$ cat src/include/irq_unit_defs.svh
/*
  Offsets, field positions, encodings and cycle counts of the
  reset-flag and interrupt unit. Assumes byte addresses on APB.
*/
`ifndef IRQ_UNIT_DEFS_SVH
`define IRQ_UNIT_DEFS_SVH
// Register byte offsets
`define OFS_RESET_CAUSE 8'h00
`define OFS_EXT_MASK 8'h04
`define OFS_EXT_FLAGS 8'h08
`define OFS_TIMER_MASK 8'h0c
`define OFS_TIMER_FLAGS 8'h10
`define OFS_IRQ_CTRL 8'h14
// Field positions
`define BIT_POWER_ON 0
`define BIT_PIN_RESET 1
`define BIT_EXT_IRQ 6
`define BIT_OVF_IRQ 1
`define BIT_GIE 0
`define BIT_SENSE_LO 1
`define BIT_SENSE_HI 2
// External sense encodings
`define SENSE_LOW 2'h0
`define SENSE_RSVD 2'h1
`define SENSE_FALL 2'h2
`define SENSE_RISE 2'h3
// Vector addresses
`define VEC_EXT 2'h1
`define VEC_TIMER 2'h2
// Cycle counts
`define ENTRY_CYCLES 4
`define JUMP_CYCLES 2
`define RETURN_CYCLES 4
`endif

$ cat src/include/irq_unit_pkg.sv
/*
  Types of the reset-flag and interrupt unit.
  Assumes nothing of its surroundings.
*/
package irq_unit_pkg;
  typedef enum logic [2:0] {
    ST_RUN, ST_ENTRY, ST_JUMP, ST_RET, ST_HOLD
  } seq_t;
  typedef struct packed {
    logic porSeen;
    logic pinSeen;
    logic extEn;
    logic ovfEn;
    logic extPend;
    logic ovfPend;
    logic gie;
    logic [1:0] sense;
    logic pinPrev;
    seq_t seq;
    logic [2:0] cnt;
    logic [1:0] vecSel;
    logic vecValid;
    logic [1:0] vecAddr;
    logic entryBusy;
    logic retBusy;
    logic gieOut;
    logic pready;
    logic pslverr;
    logic [31:0] prdata;
  } state_t;
endpackage

$ cat src/hdl/reset_flags_and_interrupt_unit.sv
/*
  Reset-cause flags, interrupt flags, masks, priority and the entry
  and return sequencing handed to the processor core.
  Assumes an APB master, a core that pulses instrDone at each
  instruction boundary and retiStart when it decodes a return, and
  synchronous pin and event inputs on clk_sys.
*/
// Local design decisions: the APB register port and the address map.
`timescale 1ns/1ps
`default_nettype none
`include "irq_unit_defs.svh"

module reset_flags_and_interrupt_unit
  import irq_unit_pkg::*;
#(
  parameter int ADDR_W = 8,
  parameter int ENTRY_CYC = `ENTRY_CYCLES,
  parameter int JUMP_CYC = `JUMP_CYCLES,
  parameter int RET_CYC = `RETURN_CYCLES
) (
  // Clock and reset
  input wire logic clk_sys,
  input wire logic rst_b,
  // Reset causes, sampled while rst_b is low
  input wire logic porReset,
  input wire logic extReset,
  // APB slave
  input wire logic psel,
  input wire logic penable,
  input wire logic pwrite,
  input wire logic [ADDR_W-1:0] paddr,
  input wire logic [31:0] pwdata,
  output logic [31:0] prdata,
  output logic pready,
  output logic pslverr,
  // Event sources
  input wire logic extPin,
  input wire logic ovfEvent,
  // Core sequencer
  input wire logic instrDone,
  input wire logic retiStart,
  output logic entryBusy,
  output logic vecValid,
  output logic [1:0] vecAddr,
  output logic retBusy,
  output logic globalEnable
);

  // ********************************
  // Elaboration checks
  // ********************************
  initial begin
    if (ADDR_W < 8 || ENTRY_CYC < 1 || ENTRY_CYC > 7 || JUMP_CYC < 1 ||
        JUMP_CYC > 7 || RET_CYC < 1 || RET_CYC > 7) begin
      $error("reset_flags_and_interrupt_unit: bad parameter");
    end
  end

  state_t state_reg;
  state_t state_next;
  logic extReq;
  logic extTrig;
  logic levelMode;
  logic access;
  logic wrDone;
  logic extClr;
  logic ovfClr;
  logic [7:0] offs;
  logic inMap;

  // Read value of one register, reserved bits zero
  function automatic logic [7:0] readReg(input state_t s,
                                         input logic [7:0] a);
    logic [7:0] v;
    v = 8'h00;
    case (a)
      `OFS_RESET_CAUSE: begin
        v[`BIT_POWER_ON] = s.porSeen;
        v[`BIT_PIN_RESET] = s.pinSeen;
      end
      `OFS_EXT_MASK: v[`BIT_EXT_IRQ] = s.extEn;
      `OFS_EXT_FLAGS: v[`BIT_EXT_IRQ] = s.extPend;
      `OFS_TIMER_MASK: v[`BIT_OVF_IRQ] = s.ovfEn;
      `OFS_TIMER_FLAGS: v[`BIT_OVF_IRQ] = s.ovfPend;
      `OFS_IRQ_CTRL: begin
        v[`BIT_GIE] = s.gie;
        v[`BIT_SENSE_LO] = s.sense[0];
        v[`BIT_SENSE_HI] = s.sense[1];
      end
      default: v = 8'h00;
    endcase
    return v;
  endfunction

  // Is an offset one of ours
  function automatic logic isMapped(input logic [7:0] a);
    return a == `OFS_RESET_CAUSE || a == `OFS_EXT_MASK ||
           a == `OFS_EXT_FLAGS || a == `OFS_TIMER_MASK ||
           a == `OFS_TIMER_FLAGS || a == `OFS_IRQ_CTRL;
  endfunction

  // ********************************
  // Next state
  // ********************************
  always_comb begin
    state_next = state_reg;
    offs = paddr[7:0];
    inMap = isMapped(offs) && ((paddr >> 8) == '0);
    access = psel && penable;
    wrDone = access && state_reg.pready && pwrite;
    state_next.vecValid = 1'b0;
    state_next.pready = 1'b0;
    state_next.pslverr = 1'b0;
    // One wait state, read data and error latched with pready
    if (access && !state_reg.pready) begin
      state_next.pready = 1'b1;
      state_next.pslverr = !inMap;
      state_next.prdata = {24'h000000, readReg(state_reg, offs)};
    end
    // Pin is sampled as a pad value whatever its direction
    state_next.pinPrev = extPin;
    levelMode = state_reg.sense == `SENSE_LOW;
    extTrig = (state_reg.sense == `SENSE_FALL && state_reg.pinPrev &&
               !extPin) ||
              (state_reg.sense == `SENSE_RISE && !state_reg.pinPrev &&
               extPin);
    extReq = levelMode ? !extPin : state_reg.extPend;
    extClr = 1'b0;
    ovfClr = 1'b0;
    // Register writes; interrupt flags clear on one only, cause flags take the written value
    if (wrDone && inMap) begin
      case (offs)
        `OFS_RESET_CAUSE: begin
          state_next.porSeen = pwdata[`BIT_POWER_ON];
          state_next.pinSeen = pwdata[`BIT_PIN_RESET];
        end
        `OFS_EXT_MASK: state_next.extEn = pwdata[`BIT_EXT_IRQ];
        `OFS_EXT_FLAGS: extClr = pwdata[`BIT_EXT_IRQ];
        `OFS_TIMER_MASK: state_next.ovfEn = pwdata[`BIT_OVF_IRQ];
        `OFS_TIMER_FLAGS: ovfClr = pwdata[`BIT_OVF_IRQ];
        `OFS_IRQ_CTRL: begin
          state_next.gie = pwdata[`BIT_GIE];
          state_next.sense = {pwdata[`BIT_SENSE_HI],
                              pwdata[`BIT_SENSE_LO]};
        end
        default: state_next.gie = state_reg.gie;
      endcase
    end
    // ********************************
    // Entry and return sequencing
    // ********************************
    // Status word is never pushed or popped here
    case (state_reg.seq)
      ST_RUN: begin
        if (retiStart) begin
          state_next.gie = 1'b1;
          state_next.seq = ST_RET;
          state_next.cnt = 3'(RET_CYC);
        end else if (instrDone && state_reg.gie &&
                     ((extReq && state_reg.extEn) ||
                      (state_reg.ovfPend && state_reg.ovfEn))) begin
          // Only at a boundary, so a long instruction finishes first
          state_next.gie = 1'b0;
          state_next.seq = ST_ENTRY;
          state_next.cnt = 3'(ENTRY_CYC);
          state_next.vecSel = (extReq && state_reg.extEn) ?
                              `VEC_EXT : `VEC_TIMER;
        end
      end
      ST_ENTRY: begin
        state_next.cnt = state_reg.cnt - 3'h1;
        if (state_reg.cnt == 3'h1) begin
          state_next.vecValid = 1'b1;
          state_next.vecAddr = state_reg.vecSel;
          state_next.seq = ST_JUMP;
          state_next.cnt = 3'(JUMP_CYC);
          if (state_reg.vecSel == `VEC_EXT) begin
            extClr = 1'b1;
          end else begin
            ovfClr = 1'b1;
          end
        end
      end
      ST_JUMP: begin
        state_next.cnt = state_reg.cnt - 3'h1;
        if (state_reg.cnt == 3'h1) begin
          state_next.seq = ST_RUN;
        end
      end
      ST_RET: begin
        state_next.cnt = state_reg.cnt - 3'h1;
        if (state_reg.cnt == 3'h1) begin
          state_next.seq = ST_HOLD;
        end
      end
      ST_HOLD: begin
        // One main-program instruction before any new entry
        if (instrDone) begin
          state_next.seq = ST_RUN;
        end
      end
      default: state_next.seq = ST_RUN;
    endcase
    // Flags: a set in the same cycle as a clear wins
    state_next.extPend = levelMode ? 1'b0 :
      (extTrig || (state_reg.extPend && !extClr));
    state_next.ovfPend = ovfEvent ||
      (state_reg.ovfPend && !ovfClr);
    state_next.entryBusy = state_next.seq == ST_ENTRY;
    state_next.retBusy = state_next.seq == ST_RET;
    state_next.gieOut = state_next.gie;
    // Synchronous reset; cause flags depend on which reset is held
    if (!rst_b) begin
      state_next = '0;
      state_next.seq = ST_RUN;
      state_next.pinPrev = extPin;
      state_next.porSeen = porReset || state_reg.porSeen;
      // Pin flag is cleared by power-on, set by external reset
      state_next.pinSeen = porReset ? 1'b0 :
        (extReset || state_reg.pinSeen);
    end
  end

  // ********************************
  // State register
  // ********************************
  always_ff @(posedge clk_sys) begin
    state_reg <= state_next;
  end

  assign prdata = state_reg.prdata;
  assign pready = state_reg.pready;
  assign pslverr = state_reg.pslverr;
  assign entryBusy = state_reg.entryBusy;
  assign vecValid = state_reg.vecValid;
  assign vecAddr = state_reg.vecAddr;
  assign retBusy = state_reg.retBusy;
  assign globalEnable = state_reg.gieOut;
endmodule
`default_nettype wire

$ cat config.mk
export PLATFORM = sky130hd
export DESIGN_NAME = reset_flags_and_interrupt_unit
export DESIGN_NICKNAME = d
export VERILOG_FILES = /design/src/include/irq_unit_pkg.sv /design/src/hdl/reset_flags_and_interrupt_unit.sv
export VERILOG_INCLUDE_DIRS = /design/src /design/src/include
export SDC_FILE = /design/constraint.sdc
export NUM_CORES = 1
export LEC_CHECK = 0
export ABC_CLOCK_PERIOD_IN_PS = 3750
export BUFFER_PORTS_ARGS = -buffer_cell sky130_fd_sc_hd__buf_2
export CAP_MARGIN = 5
export CORE_UTILIZATION = 30
export CTS_CLUSTER_SIZE = 24
export DETAILED_ROUTE_END_ITERATION = 10
export PLACE_DENSITY = 0.64
export SYNTH_ARGS = -nofsm -noshare
export SYNTH_HDL_FRONTEND = slang
export SYNTH_SLANG_ARGS = --single-unit
$ cat constraint.sdc
create_clock -name clk_sys -period 3.75 [get_ports clk_sys]
set_input_delay 0.5625 -clock clk_sys [delete_from_list [all_inputs] [get_ports clk_sys]]
set_output_delay 0.5625 -clock clk_sys [all_outputs]
set_load 0.1 [all_outputs]
# Yosys cells after proc, flatten, opt, wreduce, memory -nomap -nowiden
# Cells that the tools add are included.
dict set report op_classes {
  bitwise 2
  mux 42
  n_eq_ne 18
  reduce_logical 47
  n_addsub 1
}
# operator n
set ops {}
lappend ops {{58-bit 2-to-1 mux} 1}
lappend ops {{34-bit 2-to-1 mux} 1}
lappend ops {{1-bit 2-to-1 mux} 20}
lappend ops {{3-bit 2-to-1 mux} 6}
lappend ops {{8-bit by 4-bit == test with 1-bit output (second input constant)} 2}
lappend ops {{8-bit by 5-bit == test with 1-bit output (second input constant)} 2}
lappend ops {{2-bit AND reduction} 8}
lappend ops {{1-bit logical AND} 15}
lappend ops {{3-bit case mux with 5 select lines} 1}
lappend ops {{6-bit 2-to-1 mux} 2}
lappend ops {{1-bit logical OR} 11}
lappend ops {{2-bit 2-to-1 mux} 5}
lappend ops {{3-bit by 1-bit == test with 1-bit output (second input constant)} 3}
lappend ops {{3-bit by 2-bit == test with 1-bit output (second input constant)} 3}
lappend ops {{3-bit case mux with 3 select lines} 1}
lappend ops {{8-bit by 3-bit == test with 1-bit output (second input constant)} 1}
lappend ops {{8-bit logical NOT} 1}
lappend ops {{8-bit 2-to-1 mux} 1}
lappend ops {{1-bit logical NOT} 6}
lappend ops {{2-bit == test (second input constant)} 2}
lappend ops {{4-bit 2-to-1 mux} 1}
lappend ops {{2-bit by 1-bit != test with 1-bit output (second input constant)} 2}
lappend ops {{1-bit case mux with 2 select lines} 2}
lappend ops {{1-bit case mux with 4 select lines} 1}
lappend ops {{other kinds (10)} 12}
dict set report word_totals {
  wordCells 129
  in_bits 51
  out_inout_bits 40
  regBits 29
}

# Logic depth before layout (Yosys ltp)
dict set report logic_depth {
  ltp_word 16
  mapped_depth 6
  ltp_nobuf 6
}

# Least setup slack after synthesis
# OpenSTA, ideal clock, no wires.
dict set report synth_path {
  path_type {flip-flop to flip-flop}
  start {register state_reg, in the netlist pready}
  end {register state_reg[54] in the netlist's numbering}
  synth_period_minus_slack_ps 2104
  arrival_ps 2034
  stages_incl_launch_ff 6
  slack_ps 1646
  setup_ps 71
  required_time_ps 3679
  n_path_buf 1
  cell_sequence {dfxtp_1 -> and4_1 -> buf_4 -> nand3_1 -> or4b_1 -> a21oi_1}
}
dict set report synth_via {
  elab_chain_len 4
}
# item line_no
set synth_rtl {}
lappend synth_rtl {{start: declaration} reset_flags_and_interrupt_unit.sv:59} ;# state_t state_reg;
lappend synth_rtl {{start signal: assignment} reset_flags_and_interrupt_unit.sv:228} ;# state_reg <= state_next;
lappend synth_rtl {{1-bit logical AND (2 in a row)} reset_flags_and_interrupt_unit.sv:110} ;# wrDone = access && state_reg.pready && pwrite;
lappend synth_rtl {{1-bit logical AND} reset_flags_and_interrupt_unit.sv:131} ;# if (wrDone && inMap) begin
lappend synth_rtl {{2-bit AND reduction (no line)} n/a}
# No other way between the ends.
# A chain may end at the register's enable or synchronous reset.

# Worst setup path after layout
dict set report layout_path {
  start {register state_reg, in the netlist globalEnable}
  end {output port globalEnable}
}
# item line_no
set layout_lines {}
lappend layout_lines {{end: declaration} reset_flags_and_interrupt_unit.sv:46} ;# output logic globalEnable
# No word-level cell between the ends.

==> flow_summary.json <==
{
  "status": "finished, final reports clean",
  "rows": 27,
  "ant_nets": 0,
  "worstPathMaxFanout": 4,
  "crit_path_end": "globalEnable",
  "postCtsHoldBufs": 0,
  "critical_path_class": "register to output pin",
  "required_ns": 3.19,
  "crit_path_end_kind": "output pin",
  "setup_viol": 0,
  "routed_wirelength_microns": 3840,
  "via_count": 1411,
  "p_total_mw": 0.912,
  "finalSetupTns_ns": 0,
  "ys_seq_area_frac": 0.334,
  "synthTopCellsByArea": "dfxtp_1 (30%), buf_4 (15%), mux2i_1 (5.0%)",
  "clock_sinks": 29,
  "ys.flop_type": "dfxtp_1",
  "placedInstanceArea_sq_um": 1860,
  "worstSetupStartpoint": "globalEnable",
  "path_buf_inv": 1,
  "synth_area_per_cell_sq_um": 8.61,
  "dp_cells": 298,
  "async_reset_ff_frac": 0,
  "cp.arrival_ns": 1.13,
  "r2r_cells": 6,
  "hold_viol": 0,
  "startpoint_type": "register",
  "grt_use_total": 0.131,
  "crit_chain": "buf_2",
  "start_util": 0.319,
  "drv_slew": 0,
  "crit_cells": 1,
  "cts_tree": "yes",
  "max-slew-margin-rel": 0.595,
  "utilization": 0.346,
  "synth_area_leader_cell": "dfxtp_1",
  "area_delta_synth_final_pct": 8.41,
  "htreeDepth": 2,
  "post-route-period-util": 0.451,
  "hold_path_class": "input port to register",
  "path_delay_family": "buffers and inverters",
  "synth_commonest_cells": "buf_4 (35), dfxtp_1 (27), nor2_1 (16), nand2_1 (14), a21oi_1 (10)",
  "min_period_ns": 1.69,
  "ys_warn_count": 0,
  "antenna_found_initial": 0,
  "slowest_stage": "buf_2",
  "ys_seq_elements": 29,
  "die_h_microns": 79.4,
  "ir_worst_vdd_v": 0.000202,
  "die_w_microns": 79.4,
  "clk_pin_slew_worst_paths_ns": 0.06,
  "drtPass1Iterations": 4,
  "clock.fmax_mhz": 591,
  "antenna_cells": 0,
  "yosysMostFrequentCell": "buf_4",
  "synth_edf_count": 2,
  "gr-total-overflow": 0,
  "wl_per_cell_microns": 12.5,
  "post_cts.repair.setup_buffers": 0,
  "worst_pin_slew_ns": 0.601,
  "synthCells": 209,
  "syn_area_sq_um": 1800,
  "ctsRootBufferMaster": "clkbuf_8",
  "crit_path_max_incr_delay_ns": 0.46,
  "p_leak_nw": 0.836,
  "regToRegSetupSlack_ns": 2.12,
  "cts_buffer_depth": 2,
  "ys_types": 51,
  "numCtsBuffers": 5,
  "clk_latency_ns": 0.28,
  "clock_skew_ns": 0.00862,
  "synth_top_area_frac": 0.300,
  "timing.rr.end": "state_reg[53]",
  "fin_area_sq_um": 1950,
  "drive_gt1_frac": 0.226,
  "viasPerCell": 4.61,
  "core_sq_um": 5640,
  "largest_register_ff_count": 17,
  "cts-resized-gates": 0,
  "power_density_nw_per_um2": 467,
  "grt_pass1_wl_microns": 6270,
  "place.gp.congestion": 0.806,
  "grt_pass1_vias": 1290,
  "maxCapViolCount": 0,
  "rsz0062_at_grt": "false",
  "drcViolationCount": 0,
  "drt_iter0_drc": 47,
  "die_area_sq_um": 6310,
  "final_cells": 306,
  "io_buffers": 34,
  "layout.nets": 286,
  "pin_count": 91,
  "hpwl_microns": 2840,
  "worstReg2RegStart": "state_reg[43]",
  "grt_max_degree": 18
}
## layout make-up
class / count / area [sq um]
tap: 72 / 90.1
clock buffer: 8 / 90.1
sequential: 29 / 601
fill: 612 / 3690
inverter: 7 / 26.3
multi-input combinational: 156 / 973
timing repair buffer: 34 / 170
## through the flow
stage,hold WS (ns),setup WS (ns)
6_report,0.418,2.06
4_1_cts,0.412,2.05
5_1_grt,0.405,1.96
3_3_place_gp,0.445,1.80
3_5_place_dp,0.446,1.79
2_1_floorplan,0.432,1.65
## worst min-delay path by stage
stage / from / to / slack, ns / depth (start not counted)
2_1_floorplan: prdata[6] / prdata[6] / 0.43 / 2
4_1_cts: extPin / state_reg[48] / 0.41 / 1
3_5_place_dp: prdata[6] / prdata[6] / 0.45 / 2
3_3_place_gp: prdata[0] / prdata[0] / 0.44 / 2
5_1_grt: extPin / state_reg[48] / 0.40 / 1
6_report: extPin / state_reg[48] / 0.42 / 1
## where the power goes
part           internal, mW  switching (mW)
clock network         0.149           0.116
registers             0.333          0.0215
logic                0.0593           0.233
total                 0.541           0.370
## worst register-to-register path, cell delays in order, from the launching register on
cell	delay, ns
dfxtp_1	0.30
inv_1	0.09
ha_1	0.26
nor4bb_1	0.42
nand3b_1	0.16
a32oi_1	0.22
nor2_1	0.06
## cells by family (layout without fill, tap and decap cells)
kind of cell,after synthesis,after routing,share of synthesized area
AO/OA/AOI/OAI,37,37,0.150
adder cells (fa/ha/maj),2,2,0.0139
buffers and inverters,51,49,0.182
flip-flops,29,29,0.334
multiplexers,9,9,0.0501
other,1,28,0.00208
AND/OR/NAND/NOR,80,80,0.269
## placed cells by master (no fill, tap or decap), types with 2 or more instances in the layout
master,n
conb_1,28
nand3_1,9
dfxtp_1,27
clkbuf_8,6
mux2i_1,9
nor2_1,16
nand3b_1,4
inv_1,7
nor4b_2,2
nor2b_1,4
edfxtp_1,2
o31ai_1,4
a31oi_1,3
a32oi_1,2
o22ai_1,2
nor4bb_1,2
o21ai_0,4
clkbuf_1,2
nor3_1,6
nand2b_1,3
ha_1,2
a21oi_1,10
a21o_1,2
or4b_1,3
nand2_1,14
nand4_1,3
buf_2,34
## layer usage
| metal | vias to the layer above | GRT usage | share of wire |
|---|---|---|---|
| met1 | 619 | 0.176 | 0.51 |
| li1 | 733 | - | - |
| met3 | 4 | 0.0549 | 0.060 |
| met2 | 55 | 0.185 | 0.42 |
| met4 | 0 | 0.0491 | 0.0083 |
| met5 | - | 0 | 0 |
Power figures use the tool's default switching activity.
